--- src/rtl/cic_cfg.svh ---
// register map, field positions, reset values and timing counts of the interrupt controller
`ifndef CIC_CFG_SVH
`define CIC_CFG_SVH

`define CIC_NUM_SRC         10
`define CIC_ADDR_IEN_FIRST  8'hA8
`define CIC_ADDR_IEN_SECOND 8'hB8
`define CIC_ADDR_IEN_THIRD  8'h9A
`define CIC_ADDR_PRI0       8'hA9
`define CIC_ADDR_PRI1       8'hB9
`define CIC_ADDR_PRI2       8'hBA
`define CIC_ADDR_FLAG_LO    8'hC0
`define CIC_ADDR_FLAG_HI    8'hC1
`define CIC_ADDR_WAKE       8'hC2
`define CIC_ADDR_SERVICE    8'hC3

`define CIC_RST_IEN         8'h00
`define CIC_RST_PRI         8'h00
`define CIC_RST_FLAGS       10'h000
`define CIC_RST_VEC         16'h0000

`define CIC_BIT_GLOBAL      7
`define CIC_BIT_NON_IRQ     6
`define CIC_BIT_SER0        4
`define CIC_BIT_TMR1        3
`define CIC_BIT_EXT1        2
`define CIC_BIT_TMR0        1
`define CIC_BIT_EXT0        0
`define CIC_BIT_REROUTE     0

// sources whose flag the hardware clears when the call is forced
`define CIC_HW_CLEAR_MASK   10'h1EF

`define CIC_VEC_BASE        16'h0003
`define CIC_VEC_STEP        16'h0008

`define CIC_MC_CLKS         12
`define CIC_CALL_MC         6
`define CIC_WAKE_DLY_CLKS   512

`endif

--- src/rtl/cic_pkg.sv ---
// types shared by the interrupt controller
package cic_pkg;

  typedef enum logic [0:0] {
    CIC_IDLE,
    CIC_CALL
  } cic_state_e;

  typedef logic [1:0] cic_lvl_t;

endpackage

--- src/rtl/cic_core.sv ---
// interrupt controller: flags, enables, priorities, arbitration and forced call sequencing
//
// Function
// - ten interrupt sources, each given one of four priority levels.
// - each source has request flags held apart from its enable bits.
// - each source is masked alone by a bit in one of three enable registers.
// - source nine merges three causes, each with its own flag and enable.
// - peripheral events outside the processor core feed the external sources.
// - an accepted interrupt branches to the fixed vector of its source.
// - a running service is preempted only by a strictly higher level.
// - a request at or below the running level waits pending.
// - return from interrupt ends the service at its level.
// - a flag sets on its event whether or not the source is enabled.
// - flags are sampled once a machine cycle, then samples are polled.
// - a polled request is taken at the next instruction start with forced call.
// - least latency is one detect cycle plus six call machine cycles.
// - first enable register lives at A8 and resets to zero.
// - bit 7 of first enable register blocks every interrupt when zero.
// - bit 4 of first enable register gates serial channel 0.
// - bit 3 gates timer 1 overflow, bit 1 gates timer 0 overflow.
// - bit 2 gates external interrupt 1, bit 0 gates external interrupt 0.
// - bit 6 has no effect on gating; bit 5 is unassigned.
// - rerouted wake events raise external interrupt 0 after 512 clocks.
//
// Added by the designer: the strobed register port.
`timescale 1ns/1ps
`include "cic_cfg.svh"

module cic_core
  import cic_pkg::*;
(
  // clock and reset
  input  wire logic        core_clk_i,
  input  wire logic        sys_rst_i,
  // register port
  input  wire logic [7:0]  reg_addr_i,
  input  wire logic [7:0]  reg_wdata_i,
  input  wire logic        reg_wr_i,
  input  wire logic        reg_rd_i,
  output logic      [7:0]  reg_rdata_o,
  // interrupt sources
  input  wire logic [1:0]  ext_pin_n_i,
  input  wire logic [1:0]  tmr_ovf_i,
  input  wire logic        ser_evt_i,
  input  wire logic [3:0]  per_evt_i,
  input  wire logic [2:0]  mux_evt_i,
  input  wire logic        wake_evt_i,
  // processor core sequencer
  input  wire logic        instr_start_i,
  input  wire logic        return_from_interrupt_instr_i,
  output logic             forced_long_call_o,
  output logic             forced_long_call_busy_o,
  output logic      [15:0] vector_o,
  output logic      [3:0]  in_service_o
);

  localparam int NSRC = `CIC_NUM_SRC;

  // register file
  logic [7:0]      ien_first_ff;
  logic [7:0]      ien_second_ff;
  logic [7:0]      ien_third_ff;
  logic [7:0]      pri0_ff;
  logic [7:0]      pri1_ff;
  logic [7:0]      pri2_ff;
  logic            reroute_ff;
  logic [NSRC-2:0] flag_ff;
  logic [2:0]      cause_ff;

  // pin synchronisers and edge detect
  logic [1:0]      pin_s1_ff;
  logic [1:0]      pin_s2_ff;
  logic [1:0]      pin_s3_ff;
  logic [1:0]      pin_lvl_ff;
  logic [1:0]      pin_fall;

  // sampling and sequencing
  logic [3:0]      mc_cnt_ff;
  logic            mc_tick;
  logic [NSRC-1:0] smp_ff;
  cic_state_e      state_ff;
  cic_state_e      nxt_state;
  logic [2:0]      call_cnt_ff;
  logic [3:0]      isv_ff;
  logic            forced_long_call_ff;
  logic [15:0]     vec_ff;
  logic [7:0]      rdata_ff;

  // wake reroute delay
  logic            wake_run_ff;
  logic [9:0]      wake_cnt_ff;
  logic            wake_fire;

  // decode
  wire wr_interrupt_enable_second  = reg_wr_i && (reg_addr_i == `CIC_ADDR_IEN_FIRST);
  wire wr_interrupt_enable_third  = reg_wr_i && (reg_addr_i == `CIC_ADDR_IEN_SECOND);
  wire wr_ien3  = reg_wr_i && (reg_addr_i == `CIC_ADDR_IEN_THIRD);
  wire wr_pri0  = reg_wr_i && (reg_addr_i == `CIC_ADDR_PRI0);
  wire wr_pri1  = reg_wr_i && (reg_addr_i == `CIC_ADDR_PRI1);
  wire wr_pri2  = reg_wr_i && (reg_addr_i == `CIC_ADDR_PRI2);
  wire wr_flo   = reg_wr_i && (reg_addr_i == `CIC_ADDR_FLAG_LO);
  wire wr_fhi   = reg_wr_i && (reg_addr_i == `CIC_ADDR_FLAG_HI);
  wire wr_wake  = reg_wr_i && (reg_addr_i == `CIC_ADDR_WAKE);
  wire rd_wake  = reg_rd_i && (reg_addr_i == `CIC_ADDR_WAKE);

  // per-pin three-stage synchroniser; a change counts once stages two and three agree
  genvar gp;
  generate
    for (gp = 0; gp < 2; gp++)
    begin : g_pin
      always_ff @(posedge core_clk_i)
      begin
        if (sys_rst_i)
        begin
          pin_s1_ff[gp]  <= 1'b1;
          pin_s2_ff[gp]  <= 1'b1;
          pin_s3_ff[gp]  <= 1'b1;
          pin_lvl_ff[gp] <= 1'b1;
        end
        else
        begin
          pin_s1_ff[gp] <= ext_pin_n_i[gp];
          pin_s2_ff[gp] <= pin_s1_ff[gp];
          pin_s3_ff[gp] <= pin_s2_ff[gp];
          if (pin_s2_ff[gp] == pin_s3_ff[gp])
            pin_lvl_ff[gp] <= pin_s3_ff[gp];
        end
      end
      // falling edge of the agreed level requests the source
      assign pin_fall[gp] = pin_lvl_ff[gp] && !pin_s3_ff[gp]
                            && (pin_s2_ff[gp] == pin_s3_ff[gp]);
    end
  endgenerate

  // event per source in core order: ext0, tmr0, ext1, tmr1, serial, four peripherals
  wire [NSRC-2:0] evt = {per_evt_i, ser_evt_i, tmr_ovf_i[1], pin_fall[1],
                         tmr_ovf_i[0], pin_fall[0] | wake_fire};

  // flag view with the merged source folded in
  wire [NSRC-1:0] flags = {|(cause_ff & ien_third_ff[2:0]), flag_ff};

  // per-source enables: the first register's low bits line up with sources 0 to 4
  wire [NSRC-1:0] src_en = {ien_second_ff[4:0],
                            ien_first_ff[`CIC_BIT_SER0],
                            ien_first_ff[`CIC_BIT_TMR1],
                            ien_first_ff[`CIC_BIT_EXT1],
                            ien_first_ff[`CIC_BIT_TMR0],
                            ien_first_ff[`CIC_BIT_EXT0]};
  wire            global_en = ien_first_ff[`CIC_BIT_GLOBAL];
  wire [23:0]     pri_all   = {pri2_ff, pri1_ff, pri0_ff};
  wire [NSRC-1:0] pend      = smp_ff & src_en;

  // arbitration: highest level wins, lowest index breaks a tie
  logic     found;
  cic_lvl_t best_lvl;
  logic [3:0] best_idx;
  always_comb
  begin
    found    = 1'b0;
    best_lvl = 2'h0;
    best_idx = 4'h0;
    for (int i = 0; i < NSRC; i++)
    begin
      if (pend[i] && (!found || (pri_all[2*i +: 2] > best_lvl)))
      begin
        found    = 1'b1;
        best_lvl = pri_all[2*i +: 2];
        best_idx = 4'(i);
      end
    end
  end

  // any level at or above the candidate in service blocks it
  wire [3:0] isv_at_or_above = isv_ff >> best_lvl;
  wire       grant = found && global_en && (isv_at_or_above == 4'h0);
  wire       take  = grant && instr_start_i && (state_ff == CIC_IDLE);

  wire [3:0]      take_lvl_1h = take ? (4'h1 << best_lvl) : 4'h0;
  wire [NSRC-1:0] take_src_1h = take ? (10'h001 << best_idx) : 10'h000;
  wire [NSRC-1:0] hw_ack      = take_src_1h & `CIC_HW_CLEAR_MASK;

  // highest level currently in service, released by return
  logic [3:0] top_isv;
  always_comb
  begin
    top_isv = 4'h0;
    for (int l = 0; l < 4; l++)
    begin
      if (isv_ff[l])
        top_isv = 4'h1 << l;
    end
  end
  wire [3:0] return_from_interrupt_instr_clr = return_from_interrupt_instr_i ? top_isv : 4'h0;

  // vector of the winner
  wire [15:0] vec_new = `CIC_VEC_BASE + (16'(best_idx) * `CIC_VEC_STEP);

  // flag next values; the hardware set wins over a clear in the same cycle
  wire [NSRC-2:0] flag_wr  = {wr_fhi ? reg_wdata_i[0] : flag_ff[8],
                              wr_flo ? reg_wdata_i : flag_ff[7:0]};
  wire [NSRC-2:0] nxt_flag = (flag_wr & ~hw_ack[NSRC-2:0]) | evt;
  wire [2:0]      nxt_cause = (wr_fhi ? reg_wdata_i[3:1] : cause_ff) | mux_evt_i;

  // machine cycle tick
  assign mc_tick = (mc_cnt_ff == 4'(`CIC_MC_CLKS - 1));

  // wake reroute: fires ext0 a fixed delay after a rerouted wake event
  assign wake_fire = wake_run_ff && (wake_cnt_ff == 10'(`CIC_WAKE_DLY_CLKS - 1));

  // call sequencing
  wire call_done = mc_tick && (call_cnt_ff == 3'(`CIC_CALL_MC - 1));
  always_comb
  begin
    nxt_state = state_ff;
    unique case (state_ff)
      CIC_IDLE: if (take)      nxt_state = CIC_CALL;
      CIC_CALL: if (call_done) nxt_state = CIC_IDLE;
    endcase
  end

  // read mux; unmapped addresses answer zero
  wire [7:0] rd_mux =
    (reg_addr_i == `CIC_ADDR_IEN_FIRST)  ? {ien_first_ff[7:6], 1'b0, ien_first_ff[4:0]} :
    (reg_addr_i == `CIC_ADDR_IEN_SECOND) ? ien_second_ff :
    (reg_addr_i == `CIC_ADDR_IEN_THIRD)  ? ien_third_ff :
    (reg_addr_i == `CIC_ADDR_PRI0)       ? pri0_ff :
    (reg_addr_i == `CIC_ADDR_PRI1)       ? pri1_ff :
    (reg_addr_i == `CIC_ADDR_PRI2)       ? {4'h0, pri2_ff[3:0]} :
    (reg_addr_i == `CIC_ADDR_FLAG_LO)    ? flag_ff[7:0] :
    (reg_addr_i == `CIC_ADDR_FLAG_HI)    ? {4'h0, cause_ff, flag_ff[8]} :
    (reg_addr_i == `CIC_ADDR_WAKE)       ? {7'h00, reroute_ff} :
    (reg_addr_i == `CIC_ADDR_SERVICE)    ? {3'h0, forced_long_call_busy_o, isv_ff} :
                                           8'h00;

  // enable and priority registers
  always_ff @(posedge core_clk_i)
  begin
    if (sys_rst_i)
    begin
      ien_first_ff  <= `CIC_RST_IEN;
      ien_second_ff <= `CIC_RST_IEN;
      ien_third_ff  <= `CIC_RST_IEN;
      pri0_ff       <= `CIC_RST_PRI;
      pri1_ff       <= `CIC_RST_PRI;
      pri2_ff       <= `CIC_RST_PRI;
    end
    else
    begin
      // bit 6 is stored for software but never gates; bit 5 is not kept
      if (wr_interrupt_enable_second) ien_first_ff  <= reg_wdata_i & 8'hDF;
      if (wr_interrupt_enable_third) ien_second_ff <= reg_wdata_i & 8'h1F;
      if (wr_ien3) ien_third_ff  <= reg_wdata_i & 8'h07;
      if (wr_pri0) pri0_ff       <= reg_wdata_i;
      if (wr_pri1) pri1_ff       <= reg_wdata_i;
      if (wr_pri2) pri2_ff       <= reg_wdata_i & 8'h0F;
    end
  end

  // request flags
  always_ff @(posedge core_clk_i)
  begin
    if (sys_rst_i)
    begin
      flag_ff  <= 9'h000;
      cause_ff <= 3'h0;
    end
    else
    begin
      flag_ff  <= nxt_flag;
      cause_ff <= nxt_cause;
    end
  end

  // machine cycle counter and flag samples
  always_ff @(posedge core_clk_i)
  begin
    if (sys_rst_i)
    begin
      mc_cnt_ff <= 4'h0;
      smp_ff    <= `CIC_RST_FLAGS;
    end
    else
    begin
      mc_cnt_ff <= mc_tick ? 4'h0 : mc_cnt_ff + 4'h1;
      // a taken source drops out at once so it cannot be taken twice
      if (mc_tick)
        smp_ff <= flags & ~take_src_1h;
      else
        smp_ff <= smp_ff & ~take_src_1h;
    end
  end

  // wake reroute; reading its register clears the enable
  always_ff @(posedge core_clk_i)
  begin
    if (sys_rst_i)
    begin
      reroute_ff  <= 1'b0;
      wake_run_ff <= 1'b0;
      wake_cnt_ff <= 10'h000;
    end
    else
    begin
      if (wr_wake)
        reroute_ff <= reg_wdata_i[`CIC_BIT_REROUTE];
      else if (rd_wake)
        reroute_ff <= 1'b0;
      if (wake_fire)
        wake_run_ff <= 1'b0;
      else if (wake_evt_i && reroute_ff && !wake_run_ff)
        wake_run_ff <= 1'b1;
      wake_cnt_ff <= wake_run_ff ? wake_cnt_ff + 10'h001 : 10'h000;
    end
  end

  // service sequencing
  always_ff @(posedge core_clk_i)
  begin
    if (sys_rst_i)
    begin
      state_ff    <= CIC_IDLE;
      call_cnt_ff <= 3'h0;
      isv_ff      <= 4'h0;
      forced_long_call_ff    <= 1'b0;
      vec_ff      <= `CIC_RST_VEC;
    end
    else
    begin
      state_ff    <= nxt_state;
      forced_long_call_ff    <= take;
      isv_ff      <= (isv_ff & ~return_from_interrupt_instr_clr) | take_lvl_1h;
      if (take)
        vec_ff <= vec_new;
      if (state_ff != CIC_CALL)
        call_cnt_ff <= 3'h0;
      else if (mc_tick)
        call_cnt_ff <= call_cnt_ff + 3'h1;
    end
  end

  // read data stands only in the cycle after the strobe
  always_ff @(posedge core_clk_i)
  begin
    if (sys_rst_i)
      rdata_ff <= 8'h00;
    else
      rdata_ff <= reg_rd_i ? rd_mux : 8'h00;
  end

  assign reg_rdata_o  = rdata_ff;
  assign forced_long_call_o      = forced_long_call_ff;
  assign forced_long_call_busy_o = (state_ff == CIC_CALL);
  assign vector_o     = vec_ff;
  assign in_service_o = isv_ff;

endmodule // cic_core

--- config.mk ---
export PLATFORM = sky130hd
export DESIGN_NAME = cic_core
export DESIGN_NICKNAME = d
export VERILOG_FILES = /design/src/rtl/cic_pkg.sv /design/src/rtl/cic_core.sv
export VERILOG_INCLUDE_DIRS = /design/src /design/src/rtl
export SDC_FILE = /design/constraint.sdc
export NUM_CORES = 1
export LEC_CHECK = 0
export ABC_CLOCK_PERIOD_IN_PS = 11600
export BUFFER_PORTS_ARGS = -buffer_cell sky130_fd_sc_hd__buf_4
export CAP_MARGIN = 0
export CORE_UTILIZATION = 40
export CTS_CLUSTER_SIZE = 8
export DETAILED_ROUTE_END_ITERATION = 16
export PLACE_DENSITY_LB_ADDON = 0.15
export SKIP_LAST_GASP = 1
export SYNTH_ARGS = -nofsm -noshare
export SYNTH_HDL_FRONTEND = slang
export SYNTH_SLANG_ARGS = --single-unit
--- constraint.sdc ---
create_clock -name core_clk_i -period 11.6 [get_ports core_clk_i]
set_input_delay 1.74 -clock core_clk_i [delete_from_list [all_inputs] [get_ports core_clk_i]]
set_output_delay 1.74 -clock core_clk_i [all_outputs]
set_load 0.02 [all_outputs]
=== Word-level counts from Yosys, hierarchy flattened ===
Index checks and enable logic that the tools add are counted.

* Output and inout bits: 30
* Bits of input ports: 35
* Flip-flop bits (word level): 114
* Word-level logic and storage cells: 191

* Bitwise operators: 16
* Eq/ne operators: 15
* Reduce and logical (&&, ||, !) cells: 61
* Add/subtract/negate cells: 4
* Magnitude comparators: 9
* Shift operators: 3
* Muxes and demuxes: 55

{| class="wikitable"
|+ Operators with widths
! cell !! number
|-
| 8-bit equality test (second input constant) || 10
|-
| 8-bit two-way mux || 8
|-
| 4-bit two-way mux || 13
|-
| 1-bit logical AND || 31
|-
| 10-bit bitwise AND || 3
|-
| 10-bit two-way mux || 2
|-
| 2-bit two-way mux || 10
|-
| 2-bit greater-than comparator || 9
|-
| 1-bit two-way mux || 17
|-
| 5-bit two-way mux || 3
|-
| 1-bit logical NOT || 12
|-
| 10-bit by 1-bit adder with 10-bit output (second input constant) || 1
|-
| 10-bit by 9-bit equality test with 1-bit output (second input constant) || 1
|-
| 10-bit NOT || 1
|-
| 2-bit OR reduction || 5
|-
| 1-bit by 4-bit << shifter with 10-bit output (first input constant) || 1
|-
| 9-bit bitwise AND || 1
|-
| 1-bit logical OR || 9
|-
| 9-bit NOT || 1
|-
| 9-bit bitwise OR || 1
|-
| 2-bit by 7-bit adder with 8-bit output (first input constant) || 1
|-
| 3-bit OR reduction || 2
|-
| 4-bit by 1-bit adder with 4-bit output (second input constant) || 1
|-
| 4-bit bitwise AND || 1
|-
| 16 further kinds || 19
|}

=== Longest topological paths before layout ===
* Depth after elaboration: 47
* Mapped depth: 59
* Depth with buffers taken out: 59

=== Least setup slack after synthesis ===
No wires, ideal clock.

* Path kind: reg2reg
* From: register ien_first_ff[0]
* To: register vec_ff[5] (netlist: vector_o[5])
* Path buffers: 1
* Clock period less this slack: 11.706 ns
* Arrival time: 11.637 ns
* Data required time: 11.531 ns
* Library setup time: 0.069 ns
* Cell stages (with the launch flop): 58
* Path slack: -0.106 ns
* Cell sequence: dfxtp_1 nand3_1 ha_1 nor2b_1 o2111a_1 o21ai_0 and2_1 ha_1 nor2b_1 o2111a_1 nor2_1 a21o_1 ha_1 nor2b_1 a2bb2oi_1 o21a_1 a311oi_1 a21oi_1 (+22 left out) o211ai_2 a22o_2 ha_1 nor2b_1 o21ai_0 a21oi_1 o21a_1 ha_1 nor2b_1 o2111ai_1 o21ai_2 or2b_1 a221o_2 and2_4 buf_6 a221o_1 or4_1 o21ai_1

* Word-level cells in the longest chain between the ends: 43
* Elaborated cells between the ends (all ways): 73
* Those cells by class: 1 x add/sub; 9 x order compare; 1 x shift; 29 x mux; 1 x bitwise; 32 x reduce/logical

{| class="wikitable"
|+ RTL lines
! element !! RTL line !! source
|-
| start: declaration || cic_core.sv:60 || <nowiki>logic [7:0] ien_first_ff;</nowiki>
|-
| start signal: assignment || cic_core.sv:240 || <nowiki>ien_first_ff <= `CIC_RST_IEN;</nowiki>
|-
| start signal: assignment || cic_core.sv:250 || <nowiki>if (wr_interrupt_enable_second) ien_first_ff <= reg_wdata_i & 8'hDF;</nowiki>
|-
| 10-bit bitwise AND * || cic_core.sv:151 || <nowiki>wire [NSRC-1:0] pend = smp_ff & src_en;</nowiki>
|-
| branches (longest 42 deep; another with 2-bit greater-than comparator) || - ||
|-
| end signal: assignment || cic_core.sv:325 || <nowiki>vec_ff <= `CIC_RST_VEC;</nowiki>
|-
| end signal: assignment || cic_core.sv:333 || <nowiki>vec_ff <= vec_new;</nowiki>
|-
| end: declaration || cic_core.sv:86 || <nowiki>logic [15:0] vec_ff;</nowiki>
|}

Every way passes the cells marked *.
A chain may end at the register's enable or synchronous reset.

=== Final worst setup path ===
Ends and elaborated chain as after synthesis.

==> results.txt <==
CTS tree: yes
Clock sink count: 103
IO Port Bufs: 54
Clock slew at reported path FFs: 80 ps
Final setup fails: 0
Final-report hold violation count: 0
Starting Density: 41.1%
PD cells: 100 nW/µm²
Net Sw Frac: 24.8%
Gr usage total: 24.6%
Fin nets: 832
Largest net degree at the start of global routing: 76
Sequential Power Share: 49.8%
RSZ-0062 raised after global routing: yes
Psw: 180 µW
Sequential-to-total area share from yosys stat: 36.1%
Critical Path Start: ien_first_ff[0]$_SDFFE_PP0P_
Top FF cell, synth: dfxtp_1
Via count: 5594
Endpoint type of the worst setup path: flip-flop
Setup TNS Final: 0 ps
Leak pwr: 0.00301 µW
Full die area: 14800 µm²
Placed cell area: 6460 µm²
Clk pwr share: 44.6%
Vias in the first global route: 5070
Worst-skew pair later-pin latency: 360 ps
Post-synthesis async set-or-reset flop share: 0%
Final instance area: 7250 µm²
Mean Syn Cell Area: 8.36 µm²
CTS H-tree lvls: 3
Mapped Cells: 683
Kind of critical path: flip-flop to flip-flop
Fin crit period: 11260 ps
CTS Hold Buffers Added: 0
Crit-path slowest cell: or4_1
CTS Root Cell: clkbuf_16
Synth cell types: 77
Dpl hpwl: 13100 µm
Area of the multi-input gates: 3720 µm²
Critical Path RT: 11890 ps
Yosys Warn Count: 0
Starting DRT DRC Count: 567
Die Width: 121 µm
DR pass1 iterations: 8
Area Overhead vs Synth: 26.9%
Chip Height: 121 µm
# diodes: 0
Initial antenna violation count: 0
Post-Syn Area: 5710 µm²
Worst EP arrival: 11550 ps
# IOs: 65
FF+latch area: 2070 µm²
Relative slew margins: 41.9%
Status: finished, final reports clean
CP startpoint kind: flip-flop
Fin Hold WS: 418 ps
Int Pwr: 546 µW
Fillers: 1297
Fin crit share: 97.1%
Peak Freq: 88.8 MHz
DRT Wirelength: 18200 µm
Drt drc: 0
Hold Crit Start: pin_s1_ff[1]$_SDFF_PP1_
Max_cap viols: 0
Peak supply drop: 99.1 µV
Overall power: 726 µW
Hold Path Class: flip-flop to flip-flop
CTS buffer count: 9
Congestion Overflow GR: 0
Pins Over Slew Limit: 0
Core Util, Final: 52.2%
R2r startpoint: ien_first_ff[0]$_SDFFE_PP0P_
Comb pwr share: 5.6%
First-pass GRT wire length: 27600 µm
CP max FO: 6
Delay of the slowest cell on the worst path: 500 ps
Skew final: 9.92 ps
Share of cells above drive strength 1: 26.5%
Clock tree buffer depth: 2
Num rows: 43
CP most frequent cell: ha_1
Global placement routability congestion: 0.902
Core area: 13900 µm²
Vias/cell: 5.81
Synth Register Bits: 103
Worst-Margin Slew: 869 ps
Wire per inst: 18.9 µm
Number of synthesized flops with an enable pin: 0
Detail Route Antenna Nets: 0
[synth_stat cells (6+ instances only)]
master      n  area [µm²]
nor3_1     13        65.1
buf_4      11        82.6
or2_2       9        56.3
nor2b_1    11        68.8
a21oi_1    54         270
nand3_1    27         135
ha_1       20         250
a211oi_1    9        67.6
o21ai_0    25         125
clkbuf_1   20        75.1
a22oi_1     6        45.0
inv_1      22        82.6
a21o_1      9        67.6
nand2b_1    6        37.5
nor2_1     74         278
a41oi_1     6        52.6
nand2_1    77         289
mux2_2      7        78.8
mux2i_1    40         400
nand4_1     6        37.5
a221oi_1   10        87.6
dfxtp_1   103        2060
[state kept, by name (all words and copies together) (netlist names), 4 cells and up]
| signal | count |
|---|---|
| wake_cnt_ff | 10 |
| in_service_o | 4 |
| mc_cnt_ff | 4 |
| vector_o | 5 |
| pri1_ff | 8 |
| pri0_ff | 8 |
| smp_ff | 10 |
| ien_first_ff | 7 |
| reg_rdata_o | 8 |
| ien_second_ff | 5 |
| pri2_ff | 4 |
| flag_ff | 9 |
[worst max-delay path: cells and delay by family, from the launching register on]
kind / cells / cell delay, ps
buf+inv: 3 / 380
flops: 1 / 370
simple gates: 20 / 3140
fa+ha+maj: 9 / 2490
compound gates: 27 / 4800
[power groups by stage]
stage / sequential, µW / combinational, µW / clock [µW]
after floorplan: 369 / 25.5 / 0
after global placement: 370 / 38.8 / 0
after detailed placement: 370 / 39.5 / 0
after CTS: 362 / 39.6 / 331
after global routing: 362 / 43.5 / 344
final: 362 / 40.3 / 324
[final timing paths]
check	to	slack (ps)	cells past startpoint
setup / recovery	vector_o[5]$_SDFFE_PP0P_	340	59
hold / removal	pin_s2_ff[1]$_SDFF_PP1_	420	1
setup reg to reg	vector_o[5]$_SDFFE_PP0P_	340	59
hold reg to reg	pin_s2_ff[1]$_SDFF_PP1_	420	1
[cells in the final DEF, fill, tap and decap left out, types with 8 or more instances in the layout]
master	instances
or2_2	9
buf_4	109
nand3_1	26
nor3_1	13
conb_1	10
a21o_1	9
a211oi_1	9
ha_1	16
clkbuf_16	9
a21oi_1	51
nor2b_1	8
nand2_1	74
mux2i_1	40
o21ai_0	17
dfxtp_1	99
a221oi_1	8
nor2_1	70
inv_1	21
[kinds of logic after synthesis]
kind of cell / Yosys count / synth area share (%)
other cells: 1 / 0.0657
flops: 103 / 36.1
mux: 48 / 8.79
buf+inv: 58 / 4.82
compound gates: 184 / 22.9
xor+xnor: 8 / 1.23
fa+ha+maj: 20 / 4.38
simple gates: 261 / 21.8
[stage by stage]
step	worst slack, ps	std cells
after global placement	24.0	926
after detailed placement	-426	926
after CTS	62.0	942
after floorplan	70.3	692
final	337	962
after global routing	-206	962
[final cells by class]
cell class | instances | area share (%)
Clock buffer | 9 | 3.11
Clock inverter | 7 | 1.26
Inverter | 22 | 1.14
Multi-Input combinational cell | 531 | 51.4
Sequential cell | 103 | 28.6
Tap cell | 180 | 3.11
Timing Repair Buffer | 110 | 11.4
[per-layer routing]
layer	up-vias	global-route usage [%]	part of all wire [%]
met5	-	0	0
li1	2673	-	-
met3	28	3.81	4.7
met2	173	38.2	48
met4	0	9.41	2.7
met1	2720	33.9	45
[repair_timing]
action / 4_1_cts / 5_1_grt
pin swaps: 0 / 29
resized for setup: 10 / 60
setup endpoints to repair: 28 / 29
setup buffers: 0 / 20
No activity file was read; power rests on OpenSTA's default activity.
